`src/inc/rgfm_map.vh`:
```
// Constants for the regulator fault and mode logic.
// Assumes a 10 MHz system clock; included by the core file.
`ifndef RGFM_MAP_VH
`define RGFM_MAP_VH
`define RGFM_CLK_KHZ 10000
`define RGFM_OC_SAMPLE_NS 15000
`define RGFM_OC_SAMPLE_CYC ((`RGFM_OC_SAMPLE_NS * `RGFM_CLK_KHZ) / 1000000)
`define RGFM_OC_TRIP_COUNT 8
`define RGFM_SHORT_NS 2000
`define RGFM_SHORT_CYC ((`RGFM_SHORT_NS * `RGFM_CLK_KHZ) / 1000000)
`define RGFM_VQUAL_NS 1000000
`define RGFM_VQUAL_CYC ((`RGFM_VQUAL_NS * `RGFM_CLK_KHZ) / 1000000)
`define RGFM_AUDIO_NS 35000
`define RGFM_AUDIO_CYC ((`RGFM_AUDIO_NS * `RGFM_CLK_KHZ) / 1000000)
`define RGFM_AUDIO_PULSE_CYC 4
`define RGFM_BLANK_CYC 2
`define RGFM_MODE_COUNT 3
`define RGFM_WIN_NONE 2'h0
`define RGFM_WIN_30 2'h1
`define RGFM_WIN_50 2'h2
`endif

```
`src/core/rgfm_core.v`:
```
// Mode selection and fault protection logic of a single-phase buck regulator.
// Assumes comparator inputs already synchronous to i_mclk and free of glitches.
//
// Function
// - Heavy load: low side acts as rectifier
// - Three negative pulses enter diode emulation
// - Phase comparator latches after blanking, high off
// - Latched means negative, unlatched means positive
// - Three positive pulses return to continuous conduction
// - Window step 30, 50 or none
// - Audio filter pulses low side every 35us
// - Sample overcurrent every 15us, count up/down
// - Overcurrent fault at count eight
// - Short above 2.5x latches within 2us
// - Undervoltage after 1ms 300mV below setpoint
// - Overvoltage after 1ms 195mV above setpoint
// - Compare against slewing and settled setpoint
// - Fault forces gates and power good low
// - Fault clears on enable or bias cycling
// - Severe overvoltage: high low, low side on
// - Low side hysteresis 0.77V/1.545V until bias reset
// - Severe overvoltage armed despite other faults
// - Soft-start keeps continuous conduction
`timescale 1ns/10ps
`default_nettype none
`include "rgfm_map.vh"

module rgfm_core #(
    parameter VQUAL_CYC = `RGFM_VQUAL_CYC,
    parameter AUDIO_CYC = `RGFM_AUDIO_CYC
) (
    input wire i_mclk,
    input wire i_reset,
    input wire i_bias_por,
    input wire i_regulator_enable_input,
    input wire i_soft_start,
    input wire i_pwm,
    input wire i_phase_positive,
    input wire i_oc_over,
    input wire i_short_over,
    input wire i_uv_cmp,
    input wire i_ov_cmp,
    input wire i_sovp_high,
    input wire i_sovp_low,
    input wire i_audio_en,
    input wire [1:0] i_window_cfg,
    output reg o_high_side_gate_drive,
    output reg o_low_side_gate_drive,
    output reg o_power_good_output,
    output reg o_diode_emulation,
    output reg [1:0] o_window_step,
    output reg o_overcurrent_fault,
    output reg o_overvoltage_fault,
    output reg o_undervoltage_fault,
    output reg o_severe_ov
);

    localparam MODE_CCM = 2'b01;
    localparam MODE_DEM = 2'b10;
    localparam integer OC_SAMPLE_I = `RGFM_OC_SAMPLE_CYC;
    localparam integer SHORT_I = `RGFM_SHORT_CYC;
    localparam integer OC_TRIP_I = `RGFM_OC_TRIP_COUNT;
    localparam integer MCOUNT_I = `RGFM_MODE_COUNT;
    localparam integer BLANK_I = `RGFM_BLANK_CYC;
    localparam integer APULSE_I = `RGFM_AUDIO_PULSE_CYC;
    localparam [15:0] OC_SAMPLE = OC_SAMPLE_I[15:0];
    localparam [15:0] SHORT_CYC = SHORT_I[15:0];
    localparam [23:0] VQUAL = VQUAL_CYC[23:0];
    localparam [15:0] AUDIO = AUDIO_CYC[15:0];
    localparam [3:0] OC_TRIP = OC_TRIP_I[3:0];
    localparam [1:0] MCOUNT = MCOUNT_I[1:0];
    localparam [3:0] BLANK = BLANK_I[3:0];
    localparam [3:0] APULSE = APULSE_I[3:0];

    // ********************************
    // Clearing and fault state
    // ********************************
    // Enable low or bias reset clears ordinary faults and all counters
    wire clr = i_bias_por | ~i_regulator_enable_input;
    wire any_fault = o_overcurrent_fault | o_overvoltage_fault | o_undervoltage_fault;

    // ********************************
    // Pulse classification
    // ********************************
    reg pwm_d_r;
    reg [3:0] blank_r;
    reg phase_lat_r;
    reg [1:0] neg_cnt_r;
    reg [1:0] pos_cnt_r;
    reg [1:0] mode_r;
    wire pulse_start = i_pwm & ~pwm_d_r;
    always @(posedge i_mclk or posedge i_reset) begin
        if (i_reset) begin
            pwm_d_r <= 1'b0;
            blank_r <= 4'h0;
            phase_lat_r <= 1'b0;
            neg_cnt_r <= 2'h0;
            pos_cnt_r <= 2'h0;
            mode_r <= MODE_CCM;
        end else if (clr) begin
            pwm_d_r <= 1'b0;
            blank_r <= 4'h0;
            phase_lat_r <= 1'b0;
            neg_cnt_r <= 2'h0;
            pos_cnt_r <= 2'h0;
            mode_r <= MODE_CCM;
        end else begin
            pwm_d_r <= i_pwm;
            if (!i_pwm && pwm_d_r)
                blank_r <= BLANK;
            else if (blank_r != 4'h0)
                blank_r <= blank_r - 4'h1;
            // First low cycle still sees the high side on, so it is blanked too
            if (!i_pwm && !pwm_d_r && blank_r == 4'h0 && i_phase_positive)
                phase_lat_r <= 1'b1;
            if (pulse_start) begin
                phase_lat_r <= 1'b0;
                if (phase_lat_r) begin
                    pos_cnt_r <= 2'h0;
                    if (neg_cnt_r != MCOUNT)
                        neg_cnt_r <= neg_cnt_r + 2'h1;
                end else begin
                    neg_cnt_r <= 2'h0;
                    if (pos_cnt_r != MCOUNT)
                        pos_cnt_r <= pos_cnt_r + 2'h1;
                end
            end
            case (mode_r)
                MODE_CCM: begin
                    // Soft-start holds continuous conduction
                    if (!i_soft_start && neg_cnt_r == MCOUNT) begin
                        mode_r <= MODE_DEM;
                        pos_cnt_r <= 2'h0;
                    end
                end
                MODE_DEM: begin
                    if (i_soft_start || pos_cnt_r == MCOUNT) begin
                        mode_r <= MODE_CCM;
                        neg_cnt_r <= 2'h0;
                    end
                end
                default: mode_r <= MODE_CCM;
            endcase
        end
    end
    wire diode_emulation = (mode_r == MODE_DEM);

    // ********************************
    // Audio filter timer
    // ********************************
    reg [15:0] audio_cnt_r;
    reg [3:0] apulse_r;
    always @(posedge i_mclk or posedge i_reset) begin
        if (i_reset) begin
            audio_cnt_r <= 16'h0;
            apulse_r <= 4'h0;
        end else if (!diode_emulation || !i_audio_en || clr) begin
            audio_cnt_r <= 16'h0;
            apulse_r <= 4'h0;
        end else begin
            if (i_pwm || audio_cnt_r == AUDIO - 16'h1) begin
                audio_cnt_r <= 16'h0;
                if (!i_pwm)
                    apulse_r <= APULSE;
            end else begin
                audio_cnt_r <= audio_cnt_r + 16'h1;
            end
            if (apulse_r != 4'h0 && !(audio_cnt_r == AUDIO - 16'h1))
                apulse_r <= apulse_r - 4'h1;
        end
    end

    // ********************************
    // Overcurrent counter and short filter
    // ********************************
    reg [15:0] oc_tick_r;
    reg [3:0] oc_cnt_r;
    reg [15:0] short_cnt_r;
    always @(posedge i_mclk or posedge i_reset) begin
        if (i_reset) begin
            oc_tick_r <= 16'h0;
            oc_cnt_r <= 4'h0;
            short_cnt_r <= 16'h0;
        end else if (clr) begin
            oc_tick_r <= 16'h0;
            oc_cnt_r <= 4'h0;
            short_cnt_r <= 16'h0;
        end else begin
            if (oc_tick_r == OC_SAMPLE - 16'h1) begin
                oc_tick_r <= 16'h0;
                if (i_oc_over && oc_cnt_r != OC_TRIP)
                    oc_cnt_r <= oc_cnt_r + 4'h1;
                else if (!i_oc_over && oc_cnt_r != 4'h0)
                    oc_cnt_r <= oc_cnt_r - 4'h1;
            end else begin
                oc_tick_r <= oc_tick_r + 16'h1;
            end
            // Short confirmation one cycle inside the limit, rejects one-cycle spikes
            if (!i_short_over)
                short_cnt_r <= 16'h0;
            else if (short_cnt_r != SHORT_CYC)
                short_cnt_r <= short_cnt_r + 16'h1;
        end
    end

    // ********************************
    // Voltage qualification timers
    // ********************************
    // Comparators see the live setpoint, ramping or settled
    reg [23:0] uv_cnt_r;
    reg [23:0] ov_cnt_r;
    always @(posedge i_mclk or posedge i_reset) begin
        if (i_reset) begin
            uv_cnt_r <= 24'h0;
            ov_cnt_r <= 24'h0;
        end else if (clr) begin
            uv_cnt_r <= 24'h0;
            ov_cnt_r <= 24'h0;
        end else begin
            uv_cnt_r <= !i_uv_cmp ? 24'h0 :
                (uv_cnt_r != VQUAL ? uv_cnt_r + 24'h1 : uv_cnt_r);
            ov_cnt_r <= !i_ov_cmp ? 24'h0 :
                (ov_cnt_r != VQUAL ? ov_cnt_r + 24'h1 : ov_cnt_r);
        end
    end

    // ********************************
    // Fault latches
    // ********************************
    always @(posedge i_mclk or posedge i_reset) begin
        if (i_reset) begin
            o_overcurrent_fault <= 1'b0;
            o_overvoltage_fault <= 1'b0;
            o_undervoltage_fault <= 1'b0;
        end else if (clr) begin
            o_overcurrent_fault <= 1'b0;
            o_overvoltage_fault <= 1'b0;
            o_undervoltage_fault <= 1'b0;
        end else begin
            if (oc_cnt_r == OC_TRIP)
                o_overcurrent_fault <= 1'b1;
            if (i_short_over && short_cnt_r == SHORT_CYC - 16'h2)
                o_overcurrent_fault <= 1'b1;
            if (uv_cnt_r == VQUAL)
                o_undervoltage_fault <= 1'b1;
            if (ov_cnt_r == VQUAL)
                o_overvoltage_fault <= 1'b1;
        end
    end

    // ********************************
    // Severe overvoltage
    // ********************************
    // Only the bias reset clears it, enable cycling does not
    reg sovp_lg_r;
    always @(posedge i_mclk or posedge i_reset) begin
        if (i_reset) begin
            o_severe_ov <= 1'b0;
            sovp_lg_r <= 1'b0;
        end else if (i_bias_por) begin
            o_severe_ov <= 1'b0;
            sovp_lg_r <= 1'b0;
        end else begin
            if (i_sovp_high) begin
                o_severe_ov <= 1'b1;
                sovp_lg_r <= 1'b1;
            end else if (i_sovp_low) begin
                sovp_lg_r <= 1'b0;
            end
        end
    end

    // ********************************
    // Gate and status outputs
    // ********************************
    always @(posedge i_mclk or posedge i_reset) begin
        if (i_reset) begin
            o_high_side_gate_drive <= 1'b0;
            o_low_side_gate_drive <= 1'b0;
            o_power_good_output <= 1'b0;
            o_diode_emulation <= 1'b0;
            o_window_step <= `RGFM_WIN_NONE;
        end else begin
            o_diode_emulation <= diode_emulation;
            o_window_step <= diode_emulation ? i_window_cfg : `RGFM_WIN_NONE;
            if (o_severe_ov || i_sovp_high) begin
                o_high_side_gate_drive <= 1'b0;
                // Low threshold releases the low side on the same edge
                o_low_side_gate_drive <= i_sovp_high | (sovp_lg_r & ~i_sovp_low);
                o_power_good_output <= 1'b0;
            end else if (any_fault || clr) begin
                o_high_side_gate_drive <= 1'b0;
                o_low_side_gate_drive <= 1'b0;
                o_power_good_output <= 1'b0;
            end else begin
                o_high_side_gate_drive <= i_pwm;
                // Diode emulation: low side only for audio pulses
                o_low_side_gate_drive <= ~i_pwm & (~diode_emulation | (apulse_r != 4'h0));
                o_power_good_output <= ~i_soft_start;
            end
        end
    end

endmodule
`default_nettype wire

```
`config.mk`:
```
export PLATFORM = sky130hd
export DESIGN_NAME = rgfm_core
export DESIGN_NICKNAME = d
export VERILOG_FILES = /design/src/core/rgfm_core.v
export VERILOG_INCLUDE_DIRS = /design/src /design/src/inc
export SDC_FILE = /design/constraint.sdc
export NUM_CORES = 1
export LEC_CHECK = 0
export BUFFER_PORTS_ARGS = -buffer_cell sky130_fd_sc_hd__buf_2
export CAP_MARGIN = 10
export CELL_PAD_IN_SITES_DETAIL_PLACEMENT = 0
export CELL_PAD_IN_SITES_GLOBAL_PLACEMENT = 1
export CORE_MARGIN = 5
export CORE_UTILIZATION = 52
export CTS_CLUSTER_SIZE = 40
export DETAILED_ROUTE_END_ITERATION = 7
export PLACE_DENSITY = 0.91
export RECOVER_POWER = 50
export SKIP_LAST_GASP = 1
export SLEW_MARGIN = 0
export SYNTH_ARGS = -nofsm -noshare
export SYNTH_HDL_FRONTEND = slang
export SYNTH_SLANG_ARGS = --single-unit
```
`constraint.sdc`:
```
create_clock -name i_mclk -period 9.3 [get_ports i_mclk]
set_clock_uncertainty 0.15 [all_clocks]
set_input_delay 0.465 -clock i_mclk [delete_from_list [all_inputs] [get_ports i_mclk]]
set_output_delay 0.465 -clock i_mclk [all_outputs]
set_load 0.1 [all_outputs]
```
# Word-level counts from Yosys, hierarchy flattened
# Cells that the tools add are included.
op_classes:
  n_addsub: 11
  eq_ne: 22
  muxes: 63
  bitwise: 14
  n_reduce_logical: 39
ops:
  columns: ["operator", "n"]
  rows:
  - ["24-bit two-way mux", 6]
  - ["16-bit two-way mux", 7]
  - ["16-bit by 1-bit adder with 16-bit output (second input constant)", 3]
  - ["24-bit by 1-bit adder with 24-bit output (second input constant)", 2]
  - ["24-bit by 11-bit equality test with 1-bit output (second input constant)", 2]
  - ["24-bit by 11-bit != test with 1-bit output (second input constant)", 2]
  - ["4-bit two-way mux", 11]
  - ["2-bit two-way mux", 16]
  - ["1-bit two-way mux", 22]
  - ["3-bit nonzero test", 6]
  - ["16-bit by 5-bit equality test with 1-bit output (second input constant)", 1]
  - ["16-bit by 8-bit equality test with 1-bit output (second input constant)", 1]
  - ["16-bit by 9-bit equality test with 1-bit output (second input constant)", 1]
  - ["16-bit by 5-bit != test with 1-bit output (second input constant)", 1]
  - ["3-bit by 1-bit != test with 1-bit output (second input constant)", 4]
  - ["4-bit nonzero test", 3]
  - ["4-bit by 1-bit subtractor with 4-bit output (second input constant)", 3]
  - ["1-bit logical AND", 9]
  - ["2-bit nonzero test", 4]
  - ["1-bit logical NOT", 7]
  - ["2-bit equality test (second input constant)", 3]
  - ["1-bit logical OR", 6]
  - ["1-bit NOT", 6]
  - ["2-bit AND reduction", 3]
  - ["12 further kinds", 20]
word_totals:
  regBits: 127
  in_bits: 16
  out_inout_bits: 10
  elab_cells: 172

# Longest topological paths before layout
depth:
  word_depth: 7
  ltp_mapped: 8
  mapped_depth_nobuf: 8

# Worst setup path after synthesis
# OpenSTA, ideal clock, no wires.
synth_timing:
  kind: "register to register"
  start: "register oc_cnt_r[1]"
  end: "register oc_cnt_r[3]"
  setup_time_ns: 0.087
  t_arrival_ns: 1.866
  t_required_ns: 9.063
  setup_slack_ns: 7.198
  stages_incl_launch_ff: 9
  path_buffers: 0
  synth_period_minus_slack_ns: 2.102
  path_cell_list: "dfrtp_1 nor3_1 nand2_1 nand2_1 ha_1 a21oi_1 a211oi_1 a31o_2 o211ai_1"
synth_via:
  elab_chain_len: 5
  elab_cells_between_ends: 12
  cone_classes: "2 x add/sub; 1 x eq/ne; 4 x mux; 5 x reduce/logical"
synth_rtl:
  columns: ["item", "line_no", "source"]
  rows:
  - ["start: declaration", "rgfm_core.v:177", "reg [3:0] oc_cnt_r;"]
  - ["start signal: assignment", "rgfm_core.v:192", "oc_cnt_r <= oc_cnt_r + 4'h1;"]
  - ["start signal: assignment", "rgfm_core.v:194", "oc_cnt_r <= oc_cnt_r - 4'h1;"]
  - ["4-bit by 1-bit subtractor with 4-bit output / 4-bit != test (equally long branches)", "rgfm_core.v:194, rgfm_core.v:191", null]
  - ["4-bit two-way mux / 1-bit logical AND (equally long branches)", "rgfm_core.v:193, rgfm_core.v:191", null]
  - ["4-bit two-way mux", "rgfm_core.v:191", "if (i_oc_over && oc_cnt_r != OC_TRIP)"]
  - ["4-bit two-way mux", "rgfm_core.v:189", "if (oc_tick_r == OC_SAMPLE - 16'h1) begin"]
  - ["4-bit two-way mux", "rgfm_core.v:184", "end else if (clr) begin"]
# Several ways; a longest one is shown, not always the timed one. The select of a mux whose other input is x is not followed.
# A chain may end at the register's enable or synchronous reset.

==> run_results.csv <==
group,metric,value,unit
status,outcome,"finished, violations left",
status,violations,"capacitance limit, slew limit",
power,intPower,1030,uW
grt,grt_overflow,0,
logic_synthesis,yosys_warnings,0,
cells_and_area,multi_input_area,0.00313,mm^2
worst_setup_path,rr_startpoint,"oc_cnt_r[1]",
clocking,numCtsBuffers,17,
detailed_routing,met2_length,6.55,mm
detailed_routing,vias,5202,
grt,grt_max_degree,82,
timing,finalSetupViolCount,0,
die,io_pins,26,
logic_synthesis,ys_async_sr_fraction,100,%
job,maxCapViolCount,1,
logic_synthesis,syn_avg_cell_area,9.44,um^2
worst_setup_path,crit_path_end_kind,"async pin",
cells_and_area,nNetsFinal,748,
logic_synthesis,ys_ff_latch,127,
timing,max_slew_margin,-37.7,%
detailed_routing,first_iter_violations,316,
detailed_routing,wl_met1,6.20,mm
placement,dp_slack,6.94,ns
power,combinationalPowerShare,5.0,%
timing,period_minus_slack,3.04,ns
detailed_routing,drtAntennaViolNets,0,
timing,max_freq,329,MHz
detailed_routing,vias_per_cell,5.77,
worst_setup_path,crit_fanout,81,
grt,grt_pass1_vias,5120,
die,core-area,0.0125,mm^2
logic_synthesis,syn-num-nets,726,
timing,fin_crit_sh,32.7,%
cells_and_area,stdcell_area,0.00742,mm^2
clocking,cts.sinks,127,
power,seqPwrFrac,43.0,%
logic_synthesis,synth_edf_count,0,
timing,layout_setup_ws,6.26,ns
worst_setup_path,start_kind,"input port",
clocking,postCtsSetupBuffers,0,
clocking,htree_levels,4,
worst_setup_path,cp-startpoint,"i_reset",
detailed_routing,drtPass1Iterations,5,
power,switching_power,287,uW
cells_and_area,mostFrequentLayoutCell,"dfrtp_1",
logic_synthesis,synth_ff_type,"dfrtp_1",
placement,hpwl,9.14,mm
timing,hold_viol_final,0,
timing,fin_setup_tns,0,ns
cells_and_area,fill_cells,1072,
power,ir_drop,0.000134,V
power,clkPwrFrac,52.0,%
cells_and_area,final_cell_mix,"dfrtp_1 (126), nor2_1 (77), nand2_1 (42)",
power,p_sw_share,21.8,%
clocking,clk_pin_slew_worst_paths,0.06,ns
detailed_routing,top_layer_used,"met4",
clocking,clk_latency,0.42,ns
clocking,ctsLongestPathBuffers,2,
logic_synthesis,synthCells,694,
placement,place_area,0.00681,mm^2
cells_and_area,diodes,0,
worst_setup_path,critPathArrivalTime,3.29,ns
cells_and_area,seq_area,0.00318,mm^2
timing,grt_setup_unrepaired,"false",
worst_setup_path,worstPathRequired,9.55,ns
logic_synthesis,syn_area,0.00655,mm^2
cells_and_area,drive_gt1_share,7.96,%
min_path,hp-start,"i_window_cfg[0]",
power,p_leak,0.00288,uW
grt,antenna_found_initial,0,
detailed_routing,drcViolationCount,0,
cells_and_area,area_growth,13.2,%
timing,worstMarginPinSlew,2.05,ns
die,initial_utilization,52.6,%
logic_synthesis,synth_cell_types,49,
clocking,cts_tree,"done",
die,placementRows,41,
logic_synthesis,ys_seq_area_share,48.5,%
power,p_per_area,177,mW/mm^2
detailed_routing,wl,13.4,mm
grt,grt_pass1_wl,23.4,mm
clocking,cts_resized,0,
timing,fin_hold_ws,0.0948,ns
worst_setup_path,crit_type,"in2async",
die,fp.dieW,122,um
die,die-area,0.0149,mm^2
clocking,ctsRootBufferMaster,"clkbuf_16",
placement,portBuffers,25,
detailed_routing,wl_met3,442,um
grt,grt_usage,19.5,%
min_path,hold_path_class,"in2reg",
die,die_h,122,um
detailed_routing,post_drt_wl_per_cell,14.9,um
timing,slew_viol_final,48,
placement,gp_congestion,0.863,
==> logic make-up (layout without fill, tap and decap cells) <==
| kind of cell | Yosys count | count (layout) | share of synthesized area [%] |
|---|---|---|---|
| DFF | 127 | 127 | 48.5 |
| AOI/OAI and AO/OA | 99 | 99 | 9.11 |
| buffers and inverters | 63 | 98 | 3.65 |
| and+or+nand+nor | 326 | 326 | 27.0 |
| xor gates and xnor gates | 57 | 57 | 7.62 |
| muxes | 6 | 6 | 0.955 |
| adders and majority gates | 16 | 16 | 3.17 |
==> flip-flops by register name, indices dropped and copies added, names as in the netlist, 2 cells and up <==
register       count
apulse_r           4
audio_cnt_r       16
blank_r            4
mode_r             2
neg_cnt_r          2
o_window_step      2
oc_cnt_r           4
oc_tick_r         16
ov_cnt_r          24
pos_cnt_r          2
short_cnt_r       16
uv_cnt_r          24
==> worst max-delay path, cell delays in order <==
cell and delay (ns):
dlygate4sd3_1 0.53, buf_2 0.12, clkinvlp_2 1.17, buf_4 0.97
==> layout make-up <==
type                            count  share of cell area [%]
Tap cell                          172                    2.90
Timing Repair Buffer               28                    1.79
Sequential cell                   127                    42.9
Clock inverter                     10                    1.80
Multi-Input combinational cell    504                    42.2
Inverter                           38                    1.94
Clock buffer                       22                    6.53
==> cells in the mapped netlist (all sizes together) (22+ instances only) <==
cell type / count / area share [%]
nand4: 26 / 2.5
nor2: 77 / 4.4
inv: 38 / 2.2
nand2: 42 / 2.4
dfrtp: 126 / 48
xnor2: 37 / 4.9
nand3: 39 / 3.3
nor3: 30 / 2.3
a21oi: 41 / 3.1
clkbuf: 22 / 1.3
==> power by group through the flow <==
stage	Sequential (uW)	Clock (uW)	Combinational [uW]
after floorplan	580	0	41.7
after CTS	564	696	67.5
after detailed placement	574	0	66.5
final	565	683	65.4
after global placement	574	0	63.9
after global routing	565	726	74.7
==> per-layer routing <==
metal,global-route usage [%],vias up
met5,0,-
met4,6.93,0
met3,5.67,17
met2,31.5,76
met1,25.2,2584
li1,-,2525
==> what timing repair did <==
action,in CTS,in global routing
hold endpoints to repair,45,0
endpoints found under the setup margin,0,0
hold buffers,1,0
==> worst paths after layout <==
path | slack, ns | cells after the start | end
worst max-delay path | 6.26 | 4 | uv_cnt_r[4]
worst min-delay path | 0.09 | 2 | o_window_step[0]
worst max register to register | 6.96 | 8 | oc_cnt_r[3]
worst min register to register | 0.37 | 2 | sovp_lg_r
max in group i_mclk | 6.89 | 6 | ov_cnt_r[18]
min in group asynchronous | 0.98 | 3 | short_cnt_r[9]
==> stage by stage <==
stage,std cells,total power [uW],utilization [%]
global route,901,1370,59.5
floorplan,694,622,-
detailed placement,868,641,54.7
global placement,868,638,54.7
finish,901,1310,59.5
CTS,901,1330,59.7
Power figures use the tool's default switching activity.
